### src/bcbl_pkg.sv
// Shared constants, opcodes and condition encodings for the carry-bit and branch unit
package bcbl_pkg;

  localparam int ADDR_W  = 24;
  localparam int DATA_W  = 8;
  localparam int BIT_W   = 3;
  localparam int DISP_W  = 16;
  localparam int DEPTH   = 8;
  localparam int PTR_W   = 3;
  localparam int COUNT_W = 4;

  // Results appear this many clock edges after the issue edge
  localparam int RESULT_LATENCY = 1;

  localparam logic [ADDR_W-1:0]  PC_RESET    = 24'h000000;
  localparam logic [DATA_W-1:0]  BYTE_RESET  = 8'h00;
  localparam logic [PTR_W-1:0]   PTR_RESET   = 3'h0;
  localparam logic [COUNT_W-1:0] COUNT_RESET = 4'h0;
  localparam logic [COUNT_W-1:0] COUNT_FULL  = 4'h8;
  localparam logic [PTR_W-1:0]   PTR_STEP    = 3'h1;
  localparam logic [COUNT_W-1:0] COUNT_STEP  = 4'h1;

  typedef enum logic [3:0] {
    NO_OP,
    CARRY_OR_BIT_OP,
    CARRY_OR_INV_BIT_OP,
    CARRY_XOR_BIT_OP,
    CARRY_XOR_INV_BIT_OP,
    BIT_TO_CARRY_OP,
    INV_BIT_TO_CARRY_OP,
    CARRY_TO_BIT_OP,
    INV_CARRY_TO_BIT_OP,
    COND_BRANCH_OP,
    JUMP_OP,
    RELATIVE_CALL_OP,
    ABSOLUTE_CALL_OP,
    SUBR_RETURN_OP
  } bcbl_op_t;

  typedef enum logic [3:0] {
    BRANCH_ALWAYS,
    BRANCH_NEVER,
    BRANCH_IF_HIGHER,
    BRANCH_IF_LOWER_SAME,
    BRANCH_IF_HIGHER_SAME,
    BRANCH_IF_LOWER,
    BRANCH_IF_NOT_EQUAL,
    BRANCH_IF_EQUAL,
    BRANCH_IF_NO_OVERFLOW,
    BRANCH_IF_OVERFLOW,
    BRANCH_IF_PLUS,
    BRANCH_IF_MINUS,
    BRANCH_IF_SIGNED_GE,
    BRANCH_IF_SIGNED_LT,
    BRANCH_IF_SIGNED_GT,
    BRANCH_IF_SIGNED_LE
  } bcbl_cond_t;

  // Inverted-operand forms share both the bit inversion and the immediate-only index
  function automatic logic is_inverted(input bcbl_op_t op);
    return (op == CARRY_OR_INV_BIT_OP) || (op == CARRY_XOR_INV_BIT_OP) ||
           (op == INV_BIT_TO_CARRY_OP) || (op == INV_CARRY_TO_BIT_OP);
  endfunction

endpackage
### src/bcbl_cond_if.sv
// Flag and condition bundle between the core and its condition evaluator
`timescale 1ns/1ns
`default_nettype none

interface bcbl_cond_if;
  logic                  flagC;
  logic                  flagZ;
  logic                  flagV;
  logic                  flagN;
  bcbl_pkg::bcbl_cond_t  cond;
  logic                  taken;

  modport evaluator (input flagC, input flagZ, input flagV, input flagN, input cond,
                     output taken);
  modport requester (output flagC, output flagZ, output flagV, output flagN, output cond,
                     input taken);
endinterface

`default_nettype wire

### src/bcbl_cond_eval.sv
// Branch condition evaluator: decides taken from the four flags
`timescale 1ns/1ns
`default_nettype none

module bcbl_cond_eval (
  bcbl_cond_if.evaluator condPort
);

  logic signedLess;

  always_comb begin
    signedLess = condPort.flagN ^ condPort.flagV;
    case (condPort.cond)
      bcbl_pkg::BRANCH_ALWAYS:         condPort.taken = 1'b1;
      bcbl_pkg::BRANCH_NEVER:          condPort.taken = 1'b0;
      bcbl_pkg::BRANCH_IF_HIGHER:      condPort.taken = !(condPort.flagC | condPort.flagZ);
      bcbl_pkg::BRANCH_IF_LOWER_SAME:  condPort.taken = condPort.flagC | condPort.flagZ;
      bcbl_pkg::BRANCH_IF_HIGHER_SAME: condPort.taken = !condPort.flagC;
      bcbl_pkg::BRANCH_IF_LOWER:       condPort.taken = condPort.flagC;
      bcbl_pkg::BRANCH_IF_NOT_EQUAL:   condPort.taken = !condPort.flagZ;
      bcbl_pkg::BRANCH_IF_EQUAL:       condPort.taken = condPort.flagZ;
      bcbl_pkg::BRANCH_IF_NO_OVERFLOW: condPort.taken = !condPort.flagV;
      bcbl_pkg::BRANCH_IF_OVERFLOW:    condPort.taken = condPort.flagV;
      bcbl_pkg::BRANCH_IF_PLUS:        condPort.taken = !condPort.flagN;
      bcbl_pkg::BRANCH_IF_MINUS:       condPort.taken = condPort.flagN;
      bcbl_pkg::BRANCH_IF_SIGNED_GE:   condPort.taken = !signedLess;
      bcbl_pkg::BRANCH_IF_SIGNED_LT:   condPort.taken = signedLess;
      bcbl_pkg::BRANCH_IF_SIGNED_GT:   condPort.taken = !(condPort.flagZ | signedLess);
      bcbl_pkg::BRANCH_IF_SIGNED_LE:   condPort.taken = condPort.flagZ | signedLess;
      default:                         condPort.taken = 1'b0;
    endcase
  end

endmodule

`default_nettype wire

### src/bcbl_core.sv
// Carry-flag bit operations, branch condition handling, jumps, calls and returns
// Summary of operation
// - Carry-OR: carry becomes carry OR the selected operand bit.
// - Inverted carry-OR: carry becomes carry OR the inverted selected bit.
// - Carry-XOR: carry becomes carry XOR the selected operand bit.
// - Inverted carry-XOR: carry becomes carry XOR the inverted selected bit.
// - Bit load: selected operand bit is copied into carry.
// - Inverted bit load: inverted selected bit is copied into carry.
// - Bit store: carry written into selected bit, other bits kept.
// - Inverted bit store: inverted carry written into selected bit.
// - Inverted forms take the bit number only from the 3-bit immediate.
// - Conditional branch loads target when true; always and never forms fixed.
// - Unsigned conditions: higher, lower-or-same, higher-or-same, lower from C and Z.
// - Single-flag conditions on Z, V and N, each clear or set.
// - Signed conditions from N XOR V, and Z OR (N XOR V).
// - Jump loads its target unconditionally, no flags examined.
// - Calls save the return address and go to the subroutine in the same cycle.
`timescale 1ns/1ns
`default_nettype none

module bcbl_core (
  input  wire  logic                                sys_clk,
  input  wire  logic                                rst,
  input  wire  logic                                opValid,
  input  wire  bcbl_pkg::bcbl_op_t                  opCode,
  input  wire  bcbl_pkg::bcbl_cond_t                condCode,
  input  wire  logic [bcbl_pkg::BIT_W-1:0]          bitImm,
  input  wire  logic [bcbl_pkg::BIT_W-1:0]          bitReg,
  input  wire  logic                                bitNumIsReg,
  input  wire  logic [bcbl_pkg::DATA_W-1:0]         operand,
  input  wire  logic                                flagC,
  input  wire  logic                                flagZ,
  input  wire  logic                                flagV,
  input  wire  logic                                flagN,
  input  wire  logic [bcbl_pkg::ADDR_W-1:0]         pcNext,
  input  wire  logic [bcbl_pkg::DISP_W-1:0]         dispRel,
  input  wire  logic [bcbl_pkg::ADDR_W-1:0]         targetAbs,
  output logic                                      carryWe,
  output logic                                      carryOut,
  output logic                                      resultWe,
  output logic [bcbl_pkg::DATA_W-1:0]               resultByte,
  output logic                                      pcWe,
  output logic [bcbl_pkg::ADDR_W-1:0]               pcNew,
  output logic                                      branchTaken,
  output logic                                      retWe,
  output logic [bcbl_pkg::ADDR_W-1:0]               retAddr,
  output logic                                      done,
  output logic                                      fault
);

  typedef struct packed {
    logic                                           carryWe;
    logic                                           carry;
    logic                                           resultWe;
    logic [bcbl_pkg::DATA_W-1:0]                    result;
    logic                                           pcWe;
    logic [bcbl_pkg::ADDR_W-1:0]                    pcNew;
    logic                                           taken;
    logic                                           retWe;
    logic [bcbl_pkg::ADDR_W-1:0]                    retAddr;
    logic                                           done;
    logic                                           fault;
    logic [bcbl_pkg::DEPTH-1:0][bcbl_pkg::ADDR_W-1:0] stack;
    logic [bcbl_pkg::PTR_W-1:0]                     wrPtr;
    logic [bcbl_pkg::COUNT_W-1:0]                   count;
  } bcbl_state_t;

  bcbl_state_t                   st;
  bcbl_state_t                   next_st;
  logic                          effCarry;
  logic [bcbl_pkg::BIT_W-1:0]    bitIdx;
  logic                          curBit;
  logic                          srcBit;
  logic [bcbl_pkg::ADDR_W-1:0]   relTarget;
  logic [bcbl_pkg::PTR_W-1:0]    topPtr;

  bcbl_cond_if condBus ();

  // Register-held bit number is honoured only by the plain forms
  function automatic logic [bcbl_pkg::BIT_W-1:0] pick_index(
    input bcbl_pkg::bcbl_op_t         op,
    input logic                       isReg,
    input logic [bcbl_pkg::BIT_W-1:0] regIdx,
    input logic [bcbl_pkg::BIT_W-1:0] immIdx
  );
    return (isReg && !bcbl_pkg::is_inverted(op)) ? regIdx : immIdx;
  endfunction

  assign condBus.flagC = effCarry;
  assign condBus.flagZ = flagZ;
  assign condBus.flagV = flagV;
  assign condBus.flagN = flagN;
  assign condBus.cond  = condCode;

  bcbl_cond_eval uCondEval (
    .condPort (condBus.evaluator)
  );

  // The flag register sees our carry write one cycle late, so forward it
  assign effCarry = st.carryWe ? st.carry : flagC;

  always_comb begin
    bitIdx    = pick_index(opCode, bitNumIsReg, bitReg, bitImm);
    curBit    = operand[bitIdx];
    srcBit    = bcbl_pkg::is_inverted(opCode) ? !curBit : curBit;
    relTarget = pcNext + {{(bcbl_pkg::ADDR_W-bcbl_pkg::DISP_W){dispRel[bcbl_pkg::DISP_W-1]}},
                          dispRel};
    topPtr    = st.wrPtr - bcbl_pkg::PTR_STEP;
    next_st          = st;
    next_st.carryWe  = 1'b0;
    next_st.resultWe = 1'b0;
    next_st.pcWe     = 1'b0;
    next_st.taken    = 1'b0;
    next_st.retWe    = 1'b0;
    next_st.done     = 1'b0;
    next_st.fault    = 1'b0;
    if (opValid) begin
      next_st.done = 1'b1;
      case (opCode)
        bcbl_pkg::CARRY_OR_BIT_OP, bcbl_pkg::CARRY_OR_INV_BIT_OP: begin
          next_st.carryWe = 1'b1;
          next_st.carry   = effCarry | srcBit;
        end
        bcbl_pkg::CARRY_XOR_BIT_OP, bcbl_pkg::CARRY_XOR_INV_BIT_OP: begin
          next_st.carryWe = 1'b1;
          next_st.carry   = effCarry ^ srcBit;
        end
        bcbl_pkg::BIT_TO_CARRY_OP, bcbl_pkg::INV_BIT_TO_CARRY_OP: begin
          next_st.carryWe = 1'b1;
          next_st.carry   = srcBit;
        end
        bcbl_pkg::CARRY_TO_BIT_OP, bcbl_pkg::INV_CARRY_TO_BIT_OP: begin
          next_st.resultWe = 1'b1;
          for (int i = 0; i < bcbl_pkg::DATA_W; i++) begin
            if (bcbl_pkg::BIT_W'(i) == bitIdx) begin
              next_st.result[i] = bcbl_pkg::is_inverted(opCode) ? !effCarry
                                                                : effCarry;
            end else begin
              next_st.result[i] = operand[i];
            end
          end
        end
        bcbl_pkg::COND_BRANCH_OP: begin
          // Fall-through also writes the sequential address so the fetcher needs one path
          next_st.pcWe  = 1'b1;
          next_st.taken = condBus.taken;
          next_st.pcNew = condBus.taken ? relTarget : pcNext;
        end
        bcbl_pkg::JUMP_OP: begin
          next_st.pcWe  = 1'b1;
          next_st.taken = 1'b1;
          next_st.pcNew = targetAbs;
        end
        bcbl_pkg::RELATIVE_CALL_OP, bcbl_pkg::ABSOLUTE_CALL_OP: begin
          next_st.retWe    = 1'b1;
          next_st.retAddr  = pcNext;
          next_st.stack[st.wrPtr] = pcNext;
          next_st.wrPtr    = st.wrPtr + bcbl_pkg::PTR_STEP;
          // A full stack overwrites its oldest entry; deep nesting loses the oldest return
          if (st.count != bcbl_pkg::COUNT_FULL) begin
            next_st.count = st.count + bcbl_pkg::COUNT_STEP;
          end
          next_st.pcWe  = 1'b1;
          next_st.taken = 1'b1;
          next_st.pcNew = (opCode == bcbl_pkg::RELATIVE_CALL_OP) ? relTarget : targetAbs;
        end
        bcbl_pkg::SUBR_RETURN_OP: begin
          if (st.count == bcbl_pkg::COUNT_RESET) begin
            next_st.fault = 1'b1;
          end else begin
            next_st.pcWe  = 1'b1;
            next_st.taken = 1'b1;
            next_st.pcNew = st.stack[topPtr];
            next_st.wrPtr = topPtr;
            next_st.count = st.count - bcbl_pkg::COUNT_STEP;
          end
        end
        default: begin
          next_st.done = 1'b0;
        end
      endcase
    end
  end

  always_ff @(posedge sys_clk) begin
    if (rst) begin
      st          <= '0;
      st.result   <= bcbl_pkg::BYTE_RESET;
      st.pcNew    <= bcbl_pkg::PC_RESET;
      st.retAddr  <= bcbl_pkg::PC_RESET;
      st.wrPtr    <= bcbl_pkg::PTR_RESET;
      st.count    <= bcbl_pkg::COUNT_RESET;
    end else begin
      st <= next_st;
    end
  end

  assign carryWe     = st.carryWe;
  assign carryOut    = st.carry;
  assign resultWe    = st.resultWe;
  assign resultByte  = st.result;
  assign pcWe        = st.pcWe;
  assign pcNew       = st.pcNew;
  assign branchTaken = st.taken;
  assign retWe       = st.retWe;
  assign retAddr     = st.retAddr;
  assign done        = st.done;
  assign fault       = st.fault;
endmodule

`default_nettype wire

### config.mk
export PLATFORM = sky130hd
export DESIGN_NAME = bcbl_core
export DESIGN_NICKNAME = d
export VERILOG_FILES = /design/src/bcbl_pkg.sv /design/src/bcbl_cond_if.sv /design/src/bcbl_cond_eval.sv /design/src/bcbl_core.sv
export SDC_FILE = /design/constraint.sdc
export NUM_CORES = 1
export LEC_CHECK = 0
export ABC_AREA = 1
export ABC_CLOCK_PERIOD_IN_PS = 8200
export BUFFER_PORTS_ARGS = -buffer_cell sky130_fd_sc_hd__buf_4
export CAP_MARGIN = 40
export CORE_MARGIN = 4
export CORE_UTILIZATION = 35
export DETAILED_ROUTE_END_ITERATION = 10
export GPL_TIMING_DRIVEN = 0
export PLACE_DENSITY = 0.57
export SKIP_CTS_REPAIR_TIMING = 1
export SYNTH_ARGS = -nofsm -noshare
export SYNTH_HDL_FRONTEND = slang
export SYNTH_SLANG_ARGS = --single-unit
### constraint.sdc
create_clock -name sys_clk -period 8.2 [get_ports sys_clk]
set_input_delay 0.82 -clock sys_clk [delete_from_list [all_inputs] [get_ports sys_clk]]
set_output_delay 0.82 -clock sys_clk [all_outputs]
set_load 0.05 [all_outputs]
; Yosys cells after proc, flatten, opt, wreduce, memory -nomap -nowiden
; Index checks and enable logic that the tools add are counted.
[classes]
eq_ne = 38
n_reduce_logical = 34
magnitude_cmp = 4
muxes = 32
addsub = 5
bitwise = 7
[op_table]
columns = cell, count
row1 = $bwmux 192, 1
row2 = $pmux 26 s4, 1
row3 = $mux 24, 4
row4 = $bmux 24 s3, 1
row5 = $demux 24 s3, 1
row6 = $eq 4x4->1 const B, 14
row7 = $eq 4x3->1 const B, 8
row8 = $mux 26, 1
row9 = $mux 25, 1
row10 = $add 24x24->24, 1
row11 = $eq 4x2->1 const B, 4
row12 = $pmux 1 s16, 1
row13 = $mux 1, 14
row14 = $pmux 7 s2, 1
row15 = $reduce_or 13->1, 1
row16 = $eq 3x3->1 const A, 4
row17 = $lt 3x4->1 const B, 3
row18 = $reduce_or 2->1, 6
row19 = $logic_not 1->1, 9
row20 = $mux 9, 1
row21 = $eq 4x1->1 const B, 2
row22 = $logic_not 4->1, 2
row23 = $mux 7, 1
row24 = $eq 2x3->1 const A, 2
row25 = other kinds (25), 36
[word_totals]
in_bits = 94
regBits = 263
out_inout_bits = 64

; Depth between registers and ports, before layout
[depth]
ltp_word = 13
mapped_depth = 17
depth_no_buf = 17

; Modules after synthesis
; From an unflattened synthesis, not the netlist that was laid out.
[unflattened]
cells_unflattened = 1950
area_unflattened_um2 = 13972.2
[by_module_without_submodules]
columns = module, seq_area_each_um2, cells_per_inst, n_inst, area_each_um2
row1 = bcbl_core, 5265.0, 1902, 1, 13782.0
row2 = bcbl_cond_eval, 0.0, 48, 1, 190.2

; Worst setup path before layout
; No wires, ideal clock.
[synth_timing]
kind = reg2reg
start = register st[4] in the netlist's numbering
end = register, netlist name pcNew[12]
period_less_slack_ns = 2.724
path_buffers = 6
stages_incl_launch_ff = 17
setup_ns = 0.109
path_slack_ns = 5.476
t_arrival_ns = 2.615
cell_sequence = dfxtp_1 buf_2 inv_1 buf_2 buf_2 clkbuf_1 ha_1 inv_1 clkbuf_1 buf_1 a21oi_1 o21ai_0 nand3_1 a31oi_1 nand3_1 nand2_1 inv_1
[synth_via]
elab_chain_len = 5
[synth_rtl]
columns = item, line_no
row1 = from (decl), bcbl_core.sv:68  ; bcbl_state_t st;
row2 = from (signal assigned), bcbl_core.sv:194  ; st <= next_st;
row3 = $sub 3x1->3, bcbl_core.sv:108  ; topPtr = st.wrPtr - bcbl_pkg::PTR_STEP;
row4 = via topPtr (one bit), bcbl_core.sv:75  ; logic [bcbl_pkg::PTR_W-1:0] topPtr;
row5 = $bmux 24 s3, bcbl_core.sv:173  ; next_st.pcNew = st.stack[topPtr];
row6 = $mux 24 (implied by the code), bcbl_core.sv:173
row7 = $mux 26, bcbl_core.sv:168  ; if (st.count == bcbl_pkg::COUNT_RESET) begin
row8 = $pmux 26 s4, bcbl_core.sv:119  ; case (opCode)
; The timed path passes the listed nets, and every way through them passes these cells. The select of a mux whose other input is x is not followed.
; A chain may end at the register's enable or synchronous reset.

; Worst setup path after layout
[layout_timing]
start = register st[4] in the netlist's numbering
end = register, netlist name pcNew[14]
[layout_via]
elab_chain_len = 5
[layout_rtl]
columns = item, line_no
row1 = $sub 3x1->3, bcbl_core.sv:108
row2 = via topPtr (one bit), bcbl_core.sv:75
row3 = $bmux 24 s3, bcbl_core.sv:173
row4 = $mux 24 (implied by the code), bcbl_core.sv:173
row5 = $mux 26, bcbl_core.sv:168
row6 = $pmux 26 s4, bcbl_core.sv:119
; The timed path passes the listed nets, and every way through them passes these cells. The select of a mux whose other input is x is not followed.

==> results.cfg <==
[setup_path]
cp_data_arrival_time_ps = 5150
crit_path_start_kind = register
cp_max_fo = 10
crit_type = register to register
setup.worst_path.end_class = register
reg2reg_from = st[4]
reg2reg_depth = 16
required_time_at_the_worst_slack_endpoint_ps = 8690
worst-r2r-setup-slack_ps = 3530
timing.rr.end = pcNew[14]

[power_and_ir_drop]
power_density_nw_per_um2 = 193
leakage_uw = 0.00668
power_uw = 3330
vdd.ir_drop.worst_uv = 165

[timing]
setup_tns_ps = 0
worst_clock_skew_ps = 22.8
setup_viol = 0
relSlewSlack = 0.381
timing_worst_slew_pin_value_ps = 929
slew_viol_final = 0
post-route-worst-setup-slack_ps = 3530
finalWorstPathRequiredPeriod_ps = 4670
finalHoldViolations = 0
rsz0062_at_grt = false
max_freq_ghz = 0.214
final_clock_period_utilization_by_the_worst_path = 0.569

[detailed_routing]
totalWireLength_um = 56800
via_per_inst = 5.26
detail_route.wl_per_cell_um = 20.4
first_iter_violations = 1514
detail_route.drc_violations = 0
route.antenna.remaining_nets = 0
detailroute.via_count = 14600
drtPass1Iterations = 6

[yosys]
synth_top_cell_area_share = 0.372
distinct_cell_type_count_of_the_synthesized_netlist = 52
postSynthNetCount = 2150
ys_seq_elements = 263
yosys.cell_count.top_type = sky130_fd_sc_hd__a21oi_1
synth_fa_ha_area_frac = 0.0276
syn_inst = 2026
register_area_share_after_synthesis = 0.372
synth_area_um2 = 14200
edff_count_synth = 0
yosys-mux-area-fraction = 0
yosys.area.top_type = sky130_fd_sc_hd__dfxtp_1
post_synthesis_average_cell_area_um2 = 6.99
compound_cell_area_share_of_the_yosys_netlist = 0.294
netlist_top_cells_count = sky130_fd_sc_hd__a21oi_1 (327), sky130_fd_sc_hd__o21ai_0 (278), sky130_fd_sc_hd__inv_1 (270)
synth_top_family_by_area = compound AO/OA/AOI/OAI gates
yosys-top-cells-area = sky130_fd_sc_hd__dfxtp_1 (37%), sky130_fd_sc_hd__a21oi_1 (12%), sky130_fd_sc_hd__o21ai_0 (9.8%), sky130_fd_sc_hd__inv_1 (7.2%), sky130_fd_sc_hd__nand2_1 (4.2%)
async_reset_ff_frac = 0
area_share_of_xor_xnor_cells_in_the_synthesized_design = 0.0123
ys_dominant_reg_cell = sky130_fd_sc_hd__dfxtp_1
post_synth_and_or_nand_nor_area_fraction = 0.142
yosys_warnings = 0

[final_layout]
n_antenna_cell = 0
multi_input_comb_area_um2 = 6740
num-fill-cells = 4197
area.sequential_um2 = 5270
final_cells = 2780
finalNetCount = 2355
drive_gt1_frac = 0.166
area_added_between_synthesis_and_finish_pct = 21.8

[hold_path]
hold_path_startpoint = st[86]
worstHoldPathType = register to register
hold_end = st[86]
hold_path_cell_cnt = 2

[clocking]
clk_path_buf_depth = 3
htreeDepth = 1
cts_root_buffer = sky130_fd_sc_hd__clkbuf_16
clk_transition_reported_paths_ps = 70
cts-buffers-inserted = 31
cts_tree = built
tritoncts_num_sinks = 263
clock_insertion_delay_worst_skew_ps = 600

[floorplanning]
core.rowCount = 73
dieHeight_um = 209
core_um2 = 39800
start_util = 0.355
design.portCount = 158
die_area_um2 = 43700
floorplan.die.width_um = 209

[place]
gp_congestion = 0.957
detailedPlacementHpwl_um = 43200
dp_worst_setup_slack_ps = 3750
dp_cells = 2723
io_buffer_count = 155

[global_route]
grt_max_degree = 17
grt.total_usage = 0.247
grt_pass1_wl_um = 83700
grt_remaining_overflow = 0
antenna_violations_before_repair = 0
via_count_of_the_first_global_routing_pass = 13400

[status]
outcome = complete, no violations

[run]
cap_viol_max_count = 0
==> placed cells by master, fill, tap and decap left out, drive strengths merged <==
cell type,netlist,routed
a2111oi,1,1
a211oi,14,14
a21boi,2,2
a21o,3,3
a21oi,349,349
a221oi,1,1
a22oi,2,2
a311oi,2,2
a31oi,29,29
a41oi,1,1
buf,114,286
bufinv,0,1
clkbuf,90,139
clkinv,2,6
clkinvlp,0,2
dfxtp,263,263
fa,2,2
ha,28,28
inv,283,284
nand2,167,167
nand3,118,118
nand3b,1,1
nand4,17,17
nor2,122,122
nor3,8,8
nor4,2,2
o211a,1,1
o211ai,10,10
o21a,1,1
o21ai,364,364
o21bai,2,2
o31ai,1,1
or2,7,7
xnor2,8,8
xor2,11,11
==> kinds of logic after synthesis <==
kind of cell             count (synthesis)
AND/OR/NAND/NOR                        442
flip-flops                             263
XOR/XNOR                                19
AO/OA/AOI/OAI                          783
buffers and inverters                  489
adder cells (fa/ha/maj)                 30
==> power breakdown <==
part / switching, uW / internal [uW]
clock: 590 / 819
sequential: 13.9 / 1300
combinational: 406 / 195
==> worst max-delay path: stages, from the launching register on <==
cell and delay, ps:
sky130_fd_sc_hd__dfxtp_1 360, sky130_fd_sc_hd__buf_2 230, sky130_fd_sc_hd__inv_1 100, sky130_fd_sc_hd__buf_2 210, sky130_fd_sc_hd__buf_2 290, sky130_fd_sc_hd__clkbuf_1 550, sky130_fd_sc_hd__ha_1 410, sky130_fd_sc_hd__inv_1 130
sky130_fd_sc_hd__clkbuf_1 440, sky130_fd_sc_hd__buf_1 620, sky130_fd_sc_hd__a21oi_1 60, sky130_fd_sc_hd__o21ai_0 250, sky130_fd_sc_hd__nand3_1 240, sky130_fd_sc_hd__a31oi_1 330, sky130_fd_sc_hd__nand3_1 200, sky130_fd_sc_hd__nand2_1 90
sky130_fd_sc_hd__inv_1 40
==> state kept, by name, indices dropped and copies added, names as in the netlist <==
register and count:
st 199, pcNew 24, retAddr 24, resultByte 8, branchTaken 1, carryOut 1
carryWe 1, done 1, fault 1, pcWe 1, resultWe 1, retWe 1
==> routing by layer <==
metal | up-vias | share of wire | GRT usage | routed length [um]
met5 | - | 0 | 0 | 0
met4 | 0 | 0.039 | 0.0873 | 2210
met3 | 105 | 0.068 | 0.0239 | 3880
met2 | 584 | 0.44 | 0.380 | 24800
met1 | 6796 | 0.46 | 0.361 | 25900
li1 | 7132 | - | - | -
==> area by class of cell <==
| cell class | count | share of cell area |
|---|---|---|
| clock buffer | 49 | 0.0547 |
| timing repair buffer | 172 | 0.0808 |
| clock inverter | 8 | 0.00515 |
| inverter | 285 | 0.0624 |
| sequential | 263 | 0.305 |
| buffer | 204 | 0.0624 |
| tap | 525 | 0.0381 |
| multi-input combinational | 1274 | 0.391 |
==> metrics by stage <==
| stage | hold WS [ps] | area (um^2) | util |
|---|---|---|---|
| finish | 442 | 17200 | 0.433 |
| global route | 453 | 17200 | 0.433 |
| CTS | 441 | 17200 | 0.433 |
| detailed placement | 432 | 16200 | 0.407 |
| global placement | 429 | 16000 | 0.401 |
| floorplan | 420 | 14200 | - |
==> worst max path at each step <==
stage	from	end	slack [ps]	cells past startpoint
floorplan	st[4]	pcNew[12]	5480	16
global placement	st[4]	pcNew[14]	3750	16
detailed placement	st[4]	pcNew[14]	3750	16
CTS	st[4]	pcNew[14]	3740	16
global route	st[4]	pcNew[14]	3430	16
finish	st[4]	pcNew[14]	3530	16
Note: power is estimated with default switching activity, not from simulation.
